[config.mk]
export PLATFORM = sky130hd
export DESIGN_NAME = ccsu_top
export DESIGN_NICKNAME = d
export VERILOG_FILES = /design/src/ccsu_pkg.sv /design/src/ccsu_trig_mem.sv /design/src/ccsu_top.sv
export SDC_FILE = /design/constraint.sdc
export NUM_CORES = 2
export LEC_CHECK = 0
export ABC_CLOCK_PERIOD_IN_PS = 4000
export BUFFER_PORTS_ARGS = -buffer_cell sky130_fd_sc_hd__buf_2
export CAP_MARGIN = 10
export CORE_MARGIN = 5
export CORE_UTILIZATION = 57
export CTS_CLUSTER_SIZE = 25
export DETAILED_ROUTE_END_ITERATION = 6
export PLACE_DENSITY = 0.76
export SLEW_MARGIN = 20
export SYNTH_ARGS = -nofsm -noshare
export SYNTH_HDL_FRONTEND = slang
export SYNTH_SLANG_ARGS = --single-unit
[constraint.sdc]
create_clock -name CLK -period 4 [get_ports CLK]
set_clock_uncertainty 0.1 [all_clocks]
set_input_delay 0.2 -clock CLK [delete_from_list [all_inputs] [get_ports CLK]]
set_output_delay 0.2 -clock CLK [all_outputs]
set_load 0.005 [all_outputs]
[src/ccsu_pkg.sv]
// Package of constants, types and command codes for the common command status unit
package ccsu_pkg;

    // Command codes presented on the command port
    typedef enum logic [3:0] {
        CMD_NONE   = 4'h0,
        CMD_OPT    = 4'h1,
        CMD_RCL    = 4'h2,
        CMD_RST    = 4'h3,
        CMD_SAV    = 4'h4,
        CMD_SRE    = 4'h5,
        CMD_SREQ   = 4'h6,
        CMD_STBQ   = 4'h7,
        CMD_TRG    = 4'h8,
        CMD_TST    = 4'h9,
        CMD_WAI    = 4'hA,
        CMD_INIT   = 4'hB,
        CMD_INITC  = 4'hC,
        CMD_OUTP   = 4'hD,
        CMD_SPOLL  = 4'hE,
        CMD_SETTRG = 4'hF
    } cmd_t;

    typedef enum logic [1:0] {
        FMODE_VOLT = 2'h0,
        FMODE_CURR = 2'h1
    } fmode_t;

    localparam int LVL_W = 16;

    // Triggered settings held in memory and in the trigger control section
    typedef struct packed {
        logic [LVL_W-1:0] volt;
        logic [LVL_W-1:0] curr;
        fmode_t           mode;
    } trig_set_t;

    // Command request from the message parser
    typedef struct packed {
        cmd_t             code;
        logic [7:0]       arg;
        trig_set_t        data;
    } cmd_req_t;

    // Status inputs that feed the status byte
    typedef struct packed {
        logic oper;
        logic esb;
        logic mav;
        logic ques;
        logic errq;
    } stb_src_t;

    localparam logic [6:0] MEM_LOCS    = 7'h63;
    localparam logic [6:0] MEM_FIRST   = 7'h01;
    localparam int         MEM_ADDR_W  = 7;

    // Status byte bit positions
    localparam int STB_OPER = 7;
    localparam int STB_MSS  = 6;
    localparam int STB_ESB  = 5;
    localparam int STB_MAV  = 4;
    localparam int STB_QUES = 3;
    localparam int STB_ERRQ = 2;

    localparam logic [7:0]       SRE_RESET  = 8'h00;
    localparam logic [LVL_W-1:0] LVL_ZERO   = 16'h0000;
    localparam logic [7:0]       TST_PASS   = 8'h00;

    // Option string length and characters
    localparam int         OPT_LEN     = 15;
    localparam logic [3:0] OPT_LAST    = 4'hE;
    localparam logic [7:0] OPT_STEPS_H = 8'h39;
    localparam logic [7:0] OPT_STEPS_L = 8'h39;

endpackage : ccsu_pkg

[src/ccsu_trig_mem.sv]
// Flip-flop store for saved trigger settings, indexed 1 to 99
`timescale 1ns/1ps
`default_nettype none
module ccsu_trig_mem (
    input  wire logic                          clk,
    input  wire logic                          rst_n,
    input  wire logic                          wr_en,
    input  wire logic [ccsu_pkg::MEM_ADDR_W-1:0] addr,
    input  wire ccsu_pkg::trig_set_t           wr_data,
    output ccsu_pkg::trig_set_t                rd_data
);
    import ccsu_pkg::*;

    trig_set_t mem [1:MEM_LOCS];

    // Reads are registered so the recalled word comes from flip-flops
    always_ff @(posedge clk or negedge rst_n) begin
        if (!rst_n) begin
            rd_data <= '0;
        end else begin
            rd_data <= mem[addr];
        end
    end

    // Contents are not cleared by reset, as with non-volatile storage
    always_ff @(posedge clk) begin
        if (wr_en) begin
            mem[addr] <= wr_data;
        end
    end
endmodule // ccsu_trig_mem
`default_nettype wire

[src/ccsu_top.sv]
// Common command and status byte unit for a power supply interface card
//
// Functional notes
// Option query returns capability ASCII string
// Recall takes index 1 to 99
// First recall loads trigger section; second applies
// Recall affects trigger volt, curr, mode
// Reset: output off, levels zero, voltage mode
// Reset clears overvoltage and overcurrent latches
// Output stays off until output-on command
// Reset returns voltage mode and auto range
// Save writes present state to location
// Save stores trigger volt, curr, mode
// Enable mask bit 6 never programmable
// Enabled status bits ORed into bit 6
// Serial poll clears RQS; reading keeps MSS
// Status query returns MSS, clears nothing
// Serial poll returns RQS then resets it
// Enable query returns current mask
// Status byte bit assignment fixed
// Armed trigger applies levels, clears waiting
// Continuous initiation re-arms after trigger
// Trigger only acted on when listener
// Self test runs all, returns fail bits
// Wait defers commands until all complete
// Unarmed trigger leaves output unchanged
// Bad save/recall index rejected
`timescale 1ns/1ps
`default_nettype none
module ccsu_top (
    input  wire logic                       CLK,
    input  wire logic                       RESET_N,
    input  wire logic                       CMD_VALID,
    output logic                            CMD_READY,
    input  wire ccsu_pkg::cmd_req_t         CMD,
    input  wire logic                       LISTENER,
    input  wire logic                       OP_PENDING,
    input  wire ccsu_pkg::stb_src_t         STB_SRC,
    input  wire logic [7:0]                 SELFTEST_FAIL,
    input  wire logic                       OVP_TRIP,
    input  wire logic                       OCP_TRIP,
    output logic                            RSP_VALID,
    output logic [7:0]                      RSP_DATA,
    output logic                            RSP_LAST,
    output logic                            OUT_ON,
    output logic [ccsu_pkg::LVL_W-1:0]      OUT_VOLT,
    output logic [ccsu_pkg::LVL_W-1:0]      OUT_CURR,
    output ccsu_pkg::fmode_t                OUT_MODE,
    output logic                            RANGE_AUTO,
    output logic                            WAITING_TRIG,
    output logic                            PROT_LATCH,
    output logic                            CMD_REJECT,
    output logic                            SRQ
);
    import ccsu_pkg::*;

    ////////////////////////////////////////////////////////////////////////////
    // Reset release and input synchronisers

    logic       rst_meta;
    logic       rst_n;
    logic [1:0] listen_sync;
    logic [1:0] pend_sync;
    logic [1:0] ovp_sync;
    logic [1:0] ocp_sync;

    // Release reset through two flip-flops
    always_ff @(posedge CLK or negedge RESET_N) begin
        if (!RESET_N) begin
            rst_meta <= 1'b0;
            rst_n    <= 1'b0;
        end else begin
            rst_meta <= 1'b1;
            rst_n    <= rst_meta;
        end
    end

    // Pin levels pass two flip-flops; only the second stage is read
    always_ff @(posedge CLK or negedge rst_n) begin
        if (!rst_n) begin
            listen_sync <= 2'h0;
            pend_sync <= 2'h0;
            ovp_sync  <= 2'h0;
            ocp_sync  <= 2'h0;
        end else begin
            listen_sync <= {listen_sync[0], LISTENER};
            pend_sync <= {pend_sync[0], OP_PENDING};
            ovp_sync  <= {ovp_sync[0], OVP_TRIP};
            ocp_sync  <= {ocp_sync[0], OCP_TRIP};
        end
    end

    wire listener   = listen_sync[1];
    wire op_pending = pend_sync[1];

    ////////////////////////////////////////////////////////////////////////////
    // Command decode

    typedef enum logic [1:0] {ST_IDLE, ST_RECALL, ST_OPT} state_t;

    state_t     state;
    state_t     next_state;
    logic       wai_hold;
    logic [3:0] opt_idx;
    logic       rcl_loaded;
    trig_set_t  trig_sect;
    logic       init_cont;
    logic [7:0] service_request_mask;
    logic       rqs;
    logic       mss_prev;

    // Index range check, used by both save and recall
    function automatic logic idx_ok(input logic [7:0] idx);
        idx_ok = (idx >= {1'b0, MEM_FIRST}) && (idx <= {1'b0, MEM_LOCS});
    endfunction

    // Wait blocks further commands while earlier work is still pending
    assign CMD_READY = (state == ST_IDLE) && !(wai_hold && op_pending);
    wire   take      = CMD_VALID && CMD_READY;
    wire   cmd_rcl   = take && (CMD.code == CMD_RCL);
    wire   cmd_sav   = take && (CMD.code == CMD_SAV);
    wire   cmd_rst   = take && (CMD.code == CMD_RST);
    wire   cmd_trg   = take && (CMD.code == CMD_TRG) && listener;
    wire   arg_ok    = idx_ok(CMD.arg);
    wire   sav_go    = cmd_sav && arg_ok;
    wire   rcl_go    = cmd_rcl && arg_ok;
    wire   rcl_first = rcl_go && !rcl_loaded;
    wire   rcl_apply = rcl_go && rcl_loaded;
    wire   spoll     = take && (CMD.code == CMD_SPOLL);

    ////////////////////////////////////////////////////////////////////////////
    // Trigger setting store

    trig_set_t mem_rd;

    // Save writes the present triggered settings
    ccsu_trig_mem u_mem (
        .clk     (CLK),
        .rst_n   (rst_n),
        .wr_en   (sav_go),
        .addr    (CMD.arg[MEM_ADDR_W-1:0]),
        .wr_data (trig_sect),
        .rd_data (mem_rd)
    );

    // Sequencer: recall waits one cycle for the registered read
    always_comb begin
        next_state = state;
        unique case (state)
            ST_IDLE: begin
                if (rcl_first) begin
                    next_state = ST_RECALL;
                end else if (take && CMD.code == CMD_OPT) begin
                    next_state = ST_OPT;
                end
            end
            ST_RECALL: begin
                next_state = ST_IDLE;
            end
            ST_OPT: begin
                if (opt_idx == OPT_LAST) begin
                    next_state = ST_IDLE;
                end
            end
        endcase
    end

    always_ff @(posedge CLK or negedge rst_n) begin
        if (!rst_n) begin
            state <= ST_IDLE;
        end else begin
            state <= next_state;
        end
    end

    ////////////////////////////////////////////////////////////////////////////
    // Trigger control section and output channel

    // Recall loads the section first; a second recall applies it
    always_ff @(posedge CLK or negedge rst_n) begin
        if (!rst_n) begin
            trig_sect  <= '0;
            rcl_loaded <= 1'b0;
        end else if (state == ST_RECALL) begin
            trig_sect  <= mem_rd;
            rcl_loaded <= 1'b1;
        end else if (rcl_apply) begin
            rcl_loaded <= 1'b0;
        end else if (take && CMD.code == CMD_SETTRG) begin
            trig_sect  <= CMD.data;
        end
    end

    // Output levels change only by reset, trigger or applied recall
    always_ff @(posedge CLK or negedge rst_n) begin
        if (!rst_n) begin
            OUT_ON     <= 1'b0;
            OUT_VOLT   <= LVL_ZERO;
            OUT_CURR   <= LVL_ZERO;
            OUT_MODE   <= FMODE_VOLT;
            RANGE_AUTO <= 1'b1;
        end else if (cmd_rst) begin
            OUT_ON     <= 1'b0;
            OUT_VOLT   <= LVL_ZERO;
            OUT_CURR   <= LVL_ZERO;
            OUT_MODE   <= FMODE_VOLT;
            RANGE_AUTO <= 1'b1;
        end else if ((cmd_trg && WAITING_TRIG) || rcl_apply) begin
            OUT_VOLT   <= trig_sect.volt;
            OUT_CURR   <= trig_sect.curr;
            OUT_MODE   <= trig_sect.mode;
        end else if (take && CMD.code == CMD_OUTP) begin
            OUT_ON     <= CMD.arg[0];
        end
    end

    // Arming: a trigger clears waiting, continuous mode re-arms at once
    always_ff @(posedge CLK or negedge rst_n) begin
        if (!rst_n) begin
            WAITING_TRIG <= 1'b0;
            init_cont    <= 1'b0;
        end else if (cmd_rst) begin
            WAITING_TRIG <= 1'b0;
            init_cont    <= 1'b0;
        end else if (cmd_trg && WAITING_TRIG) begin
            WAITING_TRIG <= init_cont;
        end else if (take && CMD.code == CMD_INIT) begin
            WAITING_TRIG <= 1'b1;
        end else if (take && CMD.code == CMD_INITC) begin
            init_cont    <= CMD.arg[0];
            WAITING_TRIG <= WAITING_TRIG | CMD.arg[0];
        end
    end

    // Protection latch: a new trip wins over the reset command
    always_ff @(posedge CLK or negedge rst_n) begin
        if (!rst_n) begin
            PROT_LATCH <= 1'b0;
        end else if (ovp_sync[1] || ocp_sync[1]) begin
            PROT_LATCH <= 1'b1;
        end else if (cmd_rst) begin
            PROT_LATCH <= 1'b0;
        end
    end

    // Wait holds the port until pending operations finish
    always_ff @(posedge CLK or negedge rst_n) begin
        if (!rst_n) begin
            wai_hold <= 1'b0;
        end else if (take && CMD.code == CMD_WAI) begin
            wai_hold <= 1'b1;
        end else if (!op_pending) begin
            wai_hold <= 1'b0;
        end
    end

    ////////////////////////////////////////////////////////////////////////////
    // Status byte and service request

    wire [7:0] stb_base = {STB_SRC.oper, 1'b0, STB_SRC.esb, STB_SRC.mav,
                           STB_SRC.ques, STB_SRC.errq, 2'b00};
    wire       mss      = |(stb_base & service_request_mask);
    wire [7:0] stb_mss  = stb_base | ({7'h00, mss} << STB_MSS);
    wire [7:0] stb_rqs  = stb_base | ({7'h00, rqs} << STB_MSS);

    // Mask register; bit 6 is forced off whatever is written
    always_ff @(posedge CLK or negedge rst_n) begin
        if (!rst_n) begin
            service_request_mask <= SRE_RESET;
        end else if (take && CMD.code == CMD_SRE) begin
            service_request_mask <= CMD.arg & ~(8'h01 << STB_MSS);
        end
    end

    // RQS sets on a rising summary; a new request wins over the poll clear
    always_ff @(posedge CLK or negedge rst_n) begin
        if (!rst_n) begin
            rqs      <= 1'b0;
            mss_prev <= 1'b0;
        end else begin
            mss_prev <= mss;
            if (mss && !mss_prev) begin
                rqs <= 1'b1;
            end else if (spoll) begin
                rqs <= 1'b0;
            end
        end
    end

    assign SRQ = rqs;

    ////////////////////////////////////////////////////////////////////////////
    // Responses

    // Option string: capability tokens, one character per index
    function automatic logic [7:0] opt_char(input logic [3:0] i);
        logic [7:0] c;
        c = 8'h20;
        unique case (i)
            4'h0: c = 8'h43;
            4'h1: c = 8'h41;
            4'h2: c = 8'h4C;
            4'h3: c = 8'h2C;
            4'h4: c = 8'h52;
            4'h5: c = 8'h4C;
            4'h6: c = 8'h31;
            4'h7: c = 8'h2C;
            4'h8: c = 8'h4D;
            4'h9: c = 8'h45;
            4'hA: c = 8'h4D;
            4'hB: c = OPT_STEPS_H;
            4'hC: c = OPT_STEPS_L;
            4'hD: c = 8'h2C;
            4'hE: c = 8'h4C;
            default: c = 8'h20;
        endcase
        opt_char = c;
    endfunction

    // One byte per cycle; the option string streams after the request
    always_ff @(posedge CLK or negedge rst_n) begin
        if (!rst_n) begin
            RSP_VALID  <= 1'b0;
            RSP_DATA   <= 8'h00;
            RSP_LAST   <= 1'b0;
            opt_idx    <= 4'h0;
            CMD_REJECT <= 1'b0;
        end else begin
            RSP_VALID  <= 1'b0;
            RSP_LAST   <= 1'b0;
            CMD_REJECT <= (cmd_sav || cmd_rcl) && !arg_ok;
            if (state == ST_OPT) begin
                RSP_VALID <= 1'b1;
                RSP_DATA  <= opt_char(opt_idx);
                RSP_LAST  <= (opt_idx == OPT_LAST);
                opt_idx   <= (opt_idx == OPT_LAST) ? 4'h0 : opt_idx + 4'h1;
            end else if (take) begin
                RSP_LAST <= 1'b1;
                unique case (CMD.code)
                    CMD_SREQ: begin
                        RSP_VALID <= 1'b1;
                        RSP_DATA  <= service_request_mask;
                    end
                    CMD_STBQ: begin
                        RSP_VALID <= 1'b1;
                        RSP_DATA  <= stb_mss;
                    end
                    CMD_SPOLL: begin
                        RSP_VALID <= 1'b1;
                        RSP_DATA  <= stb_rqs;
                    end
                    CMD_TST: begin
                        RSP_VALID <= 1'b1;
                        RSP_DATA  <= TST_PASS | SELFTEST_FAIL;
                    end
                    default: begin
                        RSP_LAST <= 1'b0;
                    end
                endcase
            end
        end
    end
endmodule // ccsu_top
`default_nettype wire

======== Word level (Yosys, flattened, before mapping) ========
Memories as Yosys holds them, arrays and structs flattened. A register that Yosys moved wholly into a read port is not among the register bits.
Index checks and enable logic that the tools add are counted.
W data, S select, Z words.
word-level totals
  register bits after elaboration ......... 110
  bits in latches ......................... 0
  memory bits (writable) .................. 3,366
  memory bits (read-only) ................. 112
  input port bits ......................... 66
  output and inout port bits .............. 51
  word-level logic and storage cells ...... 153
  memories ................................ 2
memories
  memory            depth  width  read ports  clocked after Yosys merged registers in  write ports  RTL line             source
  u_mem.mem         99     34     1           1                                        1            ccsu_trig_mem.sv:14  trig_set_t mem [1:MEM_LOCS];
  (name not given)  16     7      1           0                                        0            ccsu_top.sv:299      unique case (i)
operators by class
  add/sub/neg operators ................... 1
  multiply operators ...................... 0
  divide/modulo/power cells ............... 0
  magnitude comparators ................... 2
  equality and inequality tests ........... 25
  shift operators ......................... 0
  multiplexer cells ....................... 42
  bitwise logic cells ..................... 4
  reduce and logical (&&, ||, !) cells .... 50
operators by type and width
  operator               number
  $mux W34               3
  $mux W16               4
  $eq A4 B4 Y1 const B   9
  $pmux W8 S4            1
  $mux W1                25
  $logic_and A1 B1 Y1    24
  $eq A4 B3 Y1 const B   4
  $mux W8                2
  $or A8 B7 Y8           2
  $reduce_bool A2 Y1     8
  $mux W2                5
  $and A8 B8 Y8          1
  $eq A4 B2 Y1 const B   2
  $ge A8 B1 Y1 const B   1
  $le A8 B7 Y1 const B   1
  $reduce_and A2 Y1      4
  $reduce_or A8 Y1       1
  $ne A2 B1 Y1 const B   3
  $ne A2 B2 Y1 const B   3
  $pmux W2 S3            1
  $logic_not A1 Y1       5
  $reduce_bool A5 Y1     1
  $add A4 B1 Y4 const B  1
  $eq A4 B1 Y1 const B   1
  10 further kinds       12

======== Longest topological paths before layout ========
  depth after elaboration ................. 10
  gate-level depth with buffers ........... 12

======== Modules after synthesis ========
From an unflattened synthesis, not the netlist that was laid out.
unflattened totals
  cells, all modules ...................... 6,368
  area total of the unflattened synthesis .. 134,839.3 µm²
by module, submodules not included
  module         instances  cells an instance  area each (µm²)  seq. area each (µm²)
  ccsu_trig_mem  1          5,870              129,620.6        101,927.8
  ccsu_top       1          498                5,218.8          2,752.6

======== Least setup slack after synthesis ========
Ideal clock, no wire load.
  kind .................................... in2reg
  from .................................... in CMD[35] in the netlist's numbering
  to ...................................... mem u_mem.mem[99][0] in the netlist's numbering, enable pin
  data arrival time ....................... 4,790 ps
  required time ........................... 3,390 ps
  setup slack ............................. -1,401 ps
  stages on the path ...................... 8
  buffers on the path ..................... 6
  cells stage by stage .................... buf_2 buf_4 buf_2 buf_2 buf_2 buf_2 nand4_1 nor4_1
on the way
  word-level cells in the longest chain between the ends .. 5
  elaborated cells between the ends (all ways) .. 6
  classes of those cells .................. order compare: 2; mux: 2; reduce/logical: 2
RTL lines
  element                                              RTL line             source
  from (decl)                                          ccsu_top.sv:35       input wire ccsu_pkg::cmd_req_t CMD,
  $ge A8 B1 Y1 / $le A8 B7 Y1 (equally long branches)  ccsu_top.sv:114      idx_ok = (idx >= {1'b0, MEM_FIRST}) && (idx <= {1'b0, MEM_LOCS});
  $logic_and A1 B1 Y1                                  ccsu_top.sv:114
  $logic_and A1 B1 Y1                                  ccsu_top.sv:125      wire sav_go = cmd_sav && arg_ok;
  $mux W1                                              ccsu_trig_mem.sv:27  if (wr_en) begin
  $mux W1 (not written as such)                        ccsu_trig_mem.sv:28  mem[addr] <= wr_data;
  to (decl)                                            ccsu_trig_mem.sv:14
Parallel ways exist; a longest one is shown, timed or not.

==> impl_metrics.toml <==
[floorplanning]
core_mm2 = 0.235
initial_utilization_pct = 57.2
fp.dieW_um = 495
die-area_mm2 = 0.245
io_pins = 117
die_h_um = 495
num_rows = 178

[final_layout]
post-route-util_pct = 66.1
area_growth_syn_to_layout_pct = 15.6
finalInstanceArea_mm2 = 0.155
nets = 7178
stdcell_count = 10500
drive_above_1_share_pct = 25.8

[setup_path]
worst_setup_path_end_kind = "flip-flop"
startpoint_type = "input port"
cp_cell_sequence = "dlygate4sd3_1 -> buf_4 -> buf_12 -> and3b_2 -> buf_4 -> a22o_1 -> a21oi_1 -> a31oi_1 -> o21ai_0 -> o21ai_0"
cp_slowest_stage_delay_ns = 0.84
path_class = "in2reg"
path_max_fanout = 29
worstPathArrival_ns = 4.44
worstPathRequired_ns = 4.79
crit_slowest_cell = "and3b_2"

[power_and_ir_drop]
power_mw = 91.7
power_density_mw_per_mm2 = 591
leakage_nw = 50.0
ir_worst_vdd_v = 0.000773

[outcome]
status = "finished, violations left"
violations = "design-rule violations"

[yosys]
synth_flop_cell = "edfxtp_1"
synth-seq-cells = 3510
synth.distinct_cells = 77
async_flop_share_pct = 4.10
synth-edff-count = 3366
syn_area_per_cell_um2 = 20.8
synth.yosys.seq_area_share_pct = 78.0
yosysWarnings = 0
syn_inst = 6448
synth_area_mm2 = 0.134

[timing]
hold_viol = 0
worst_pin_slew_ns = 1.39
fmax_mhz = 274
finalSetupViolCount = 0
fin_crit_sh_pct = 91.3
slew_headroom_pct = 6.60
fin_crit_ns = 3.65
finalMaxSlewViolations = 0
fin_setup_tns_ns = 0
rsz0062_at_grt = "false"

[global_routing]
antenna_found_initial = 28
grt_pass1_wl_um = 550000
grt.total_usage_pct = 32.1
grt-ovfl-total = 0
grt_max_degree = 86
grt_pass1_vias = 72400

[detailed_routing]
wl_per_cell_um = 37.5
first_pass_iters = 7
vias = 73900
drt_drc_violations_left = 1
drt-initial-drc-count = 14300
ant_nets = 0
vias_per_cell = 7.03
drt-total-wl_um = 394000

[clocking]
cts_sinks = 3510
cts_buffers = 352
htreeDepth = 5
path_clk_slew_ns = 0.07
clk_latency_ns = 0.99
cts_buffer_depth = 4
cts_root_buf = "clkbuf_16"
cts_setup_buffers = 0
tritoncts = "yes"

[worst_hold_path]
hp-class = "in2reg"

[job]
drv_cap = 0

[placed_design]
gp_congestion = 0.909
dpl.cell_count = 9761
io_buffers = 115
dpl.hpwl_um = 227000
post_dp_cell_area_mm2 = 0.142
-- final timing paths --
| kind | startpoint | to | slack (ns) | cells past startpoint |
|---|---|---|---|---|
| worst min register to register | pend_sync[0] | pend_sync[1] | 0.26 | 0 |
| max in group asynchronous | rst_n | u_mem.rd_data[33] | 2.30 | 1 |
| min in group asynchronous | rst_n | trig_sect[6] | 0.45 | 0 |
| worst max register to register | state[1] | u_mem.mem[5][9] | 0.38 | 10 |
| worst min-delay path | CMD[13] | trig_sect[13] | 0.04 | 4 |
| worst max-delay path | CMD[38] | u_mem.rd_data[8] | 0.35 | 10 |
-- area by class of cell --
class                   instances  area (µm²)
flip-flops and latches       3510      105000
fillers                     14200       79600
multi-input cells            2535       28400
clock buffers                 429        9260
repair buffers                685        6850
well taps                    3150        3940
clock inverters               183        1800
inverters                      20        75.1
diodes                          7        17.5
-- state kept, by name, indices dropped and copies added (netlist names), 2 cells and up --
signal,flops
OUT_CURR,16
OUT_MODE,2
OUT_VOLT,16
RSP_DATA,8
listen_sync,2
ocp_sync,2
opt_idx,4
ovp_sync,2
pend_sync,2
service_request_mask,7
state,2
trig_sect,34
u_mem.mem,3366
u_mem.rd_data,34
-- synth_stat cells (22+ instances only) --
cell	number	share of area, %
mux2_2	51	0.43
clkbuf_1	129	0.36
dfrtp_1	144	2.7
o21ai_0	121	0.45
a211oi_1	56	0.31
a22o_1	48	0.31
buf_4	43	0.24
buf_6	30	0.25
mux4_2	638	11
nand3_1	45	0.17
a21oi_1	184	0.69
a22oi_1	116	0.65
o22ai_1	124	0.58
edfxtp_1	3366	75
buf_1	22	0.062
nor2b_1	24	0.11
buf_2	158	0.59
nand2_1	228	0.64
o221ai_1	28	0.18
mux2i_1	400	3.0
a221oi_1	45	0.29
nor2_1	178	0.50
-- power by group --
group / total, mW / internal [mW] / switching (mW)
Sequential: 50.1 / 46.1 / 4.01
Clock: 32.3 / 18.7 / 13.6
Combinational: 9.24 / 2.42 / 6.82
Total: 91.7 / 67.2 / 24.5
-- layer usage --
layer / GRT usage [%] / share of wire [%] / up-vias
met5: 0 / 0.0091 / -
met4: 15.7 / 6.0 / 4
met3: 11.9 / 16 / 1105
met2: 47.0 / 45 / 6916
met1: 43.1 / 33 / 37700
li1: - / - / 28200
-- repair_timing --
item / 4_1_cts / 5_1_grt
gates resized for setup: 0 / 0
hold buffers: 129 / 0
hold endpoints to repair: 105 / 0
-- metrics by stage --
stage	worst slack, ns	hold WS (ns)
global placement	-0.0953	-0.116
finish	0.350	0.0442
global route	0.202	0.0327
CTS	0.362	0.00277
detailed placement	-0.0806	-0.113
floorplan	0.0202	-0.196
-- kinds of logic after synthesis --
family                   after synthesis  share of synthesized area, %
flip-flops                          3510                          78.0
AO/OA/AOI/OAI                        859                          4.33
other                                  1                       0.00279
multiplexers                        1089                          14.1
XOR/XNOR                               3                        0.0196
adder cells (fa/ha/maj)                8                        0.0746
AND/OR/NAND/NOR                      574                          1.92
buffers and inverters                404                          1.57
-- cell usage in the layout (no fill, tap or decap), types with 51 or more instances in the layout --
| cell | n |
|---|---|
| a211oi_1 | 55 |
| a21oi_1 | 184 |
| a22oi_1 | 116 |
| buf_12 | 120 |
| buf_2 | 109 |
| buf_4 | 318 |
| clkbuf_1 | 66 |
| clkbuf_16 | 357 |
| clkinv_1 | 67 |
| clkinv_2 | 56 |
| dfrtp_1 | 109 |
| dlygate4sd3_1 | 129 |
| edfxtp_1 | 3366 |
| mux2_2 | 51 |
| mux2i_1 | 400 |
| mux4_2 | 638 |
| nand2_1 | 228 |
| nor2_1 | 80 |
| nor2_4 | 98 |
| o21ai_0 | 121 |
| o22ai_1 | 124 |
-- critical path: cells and delay by family --
kind,cells,cell delay (ns)
AOI/OAI and AO/OA,5,1.68
buffers and inverters,4,1.64
and+or+nand+nor,1,0.84
(Power assumes the default switching activity.)
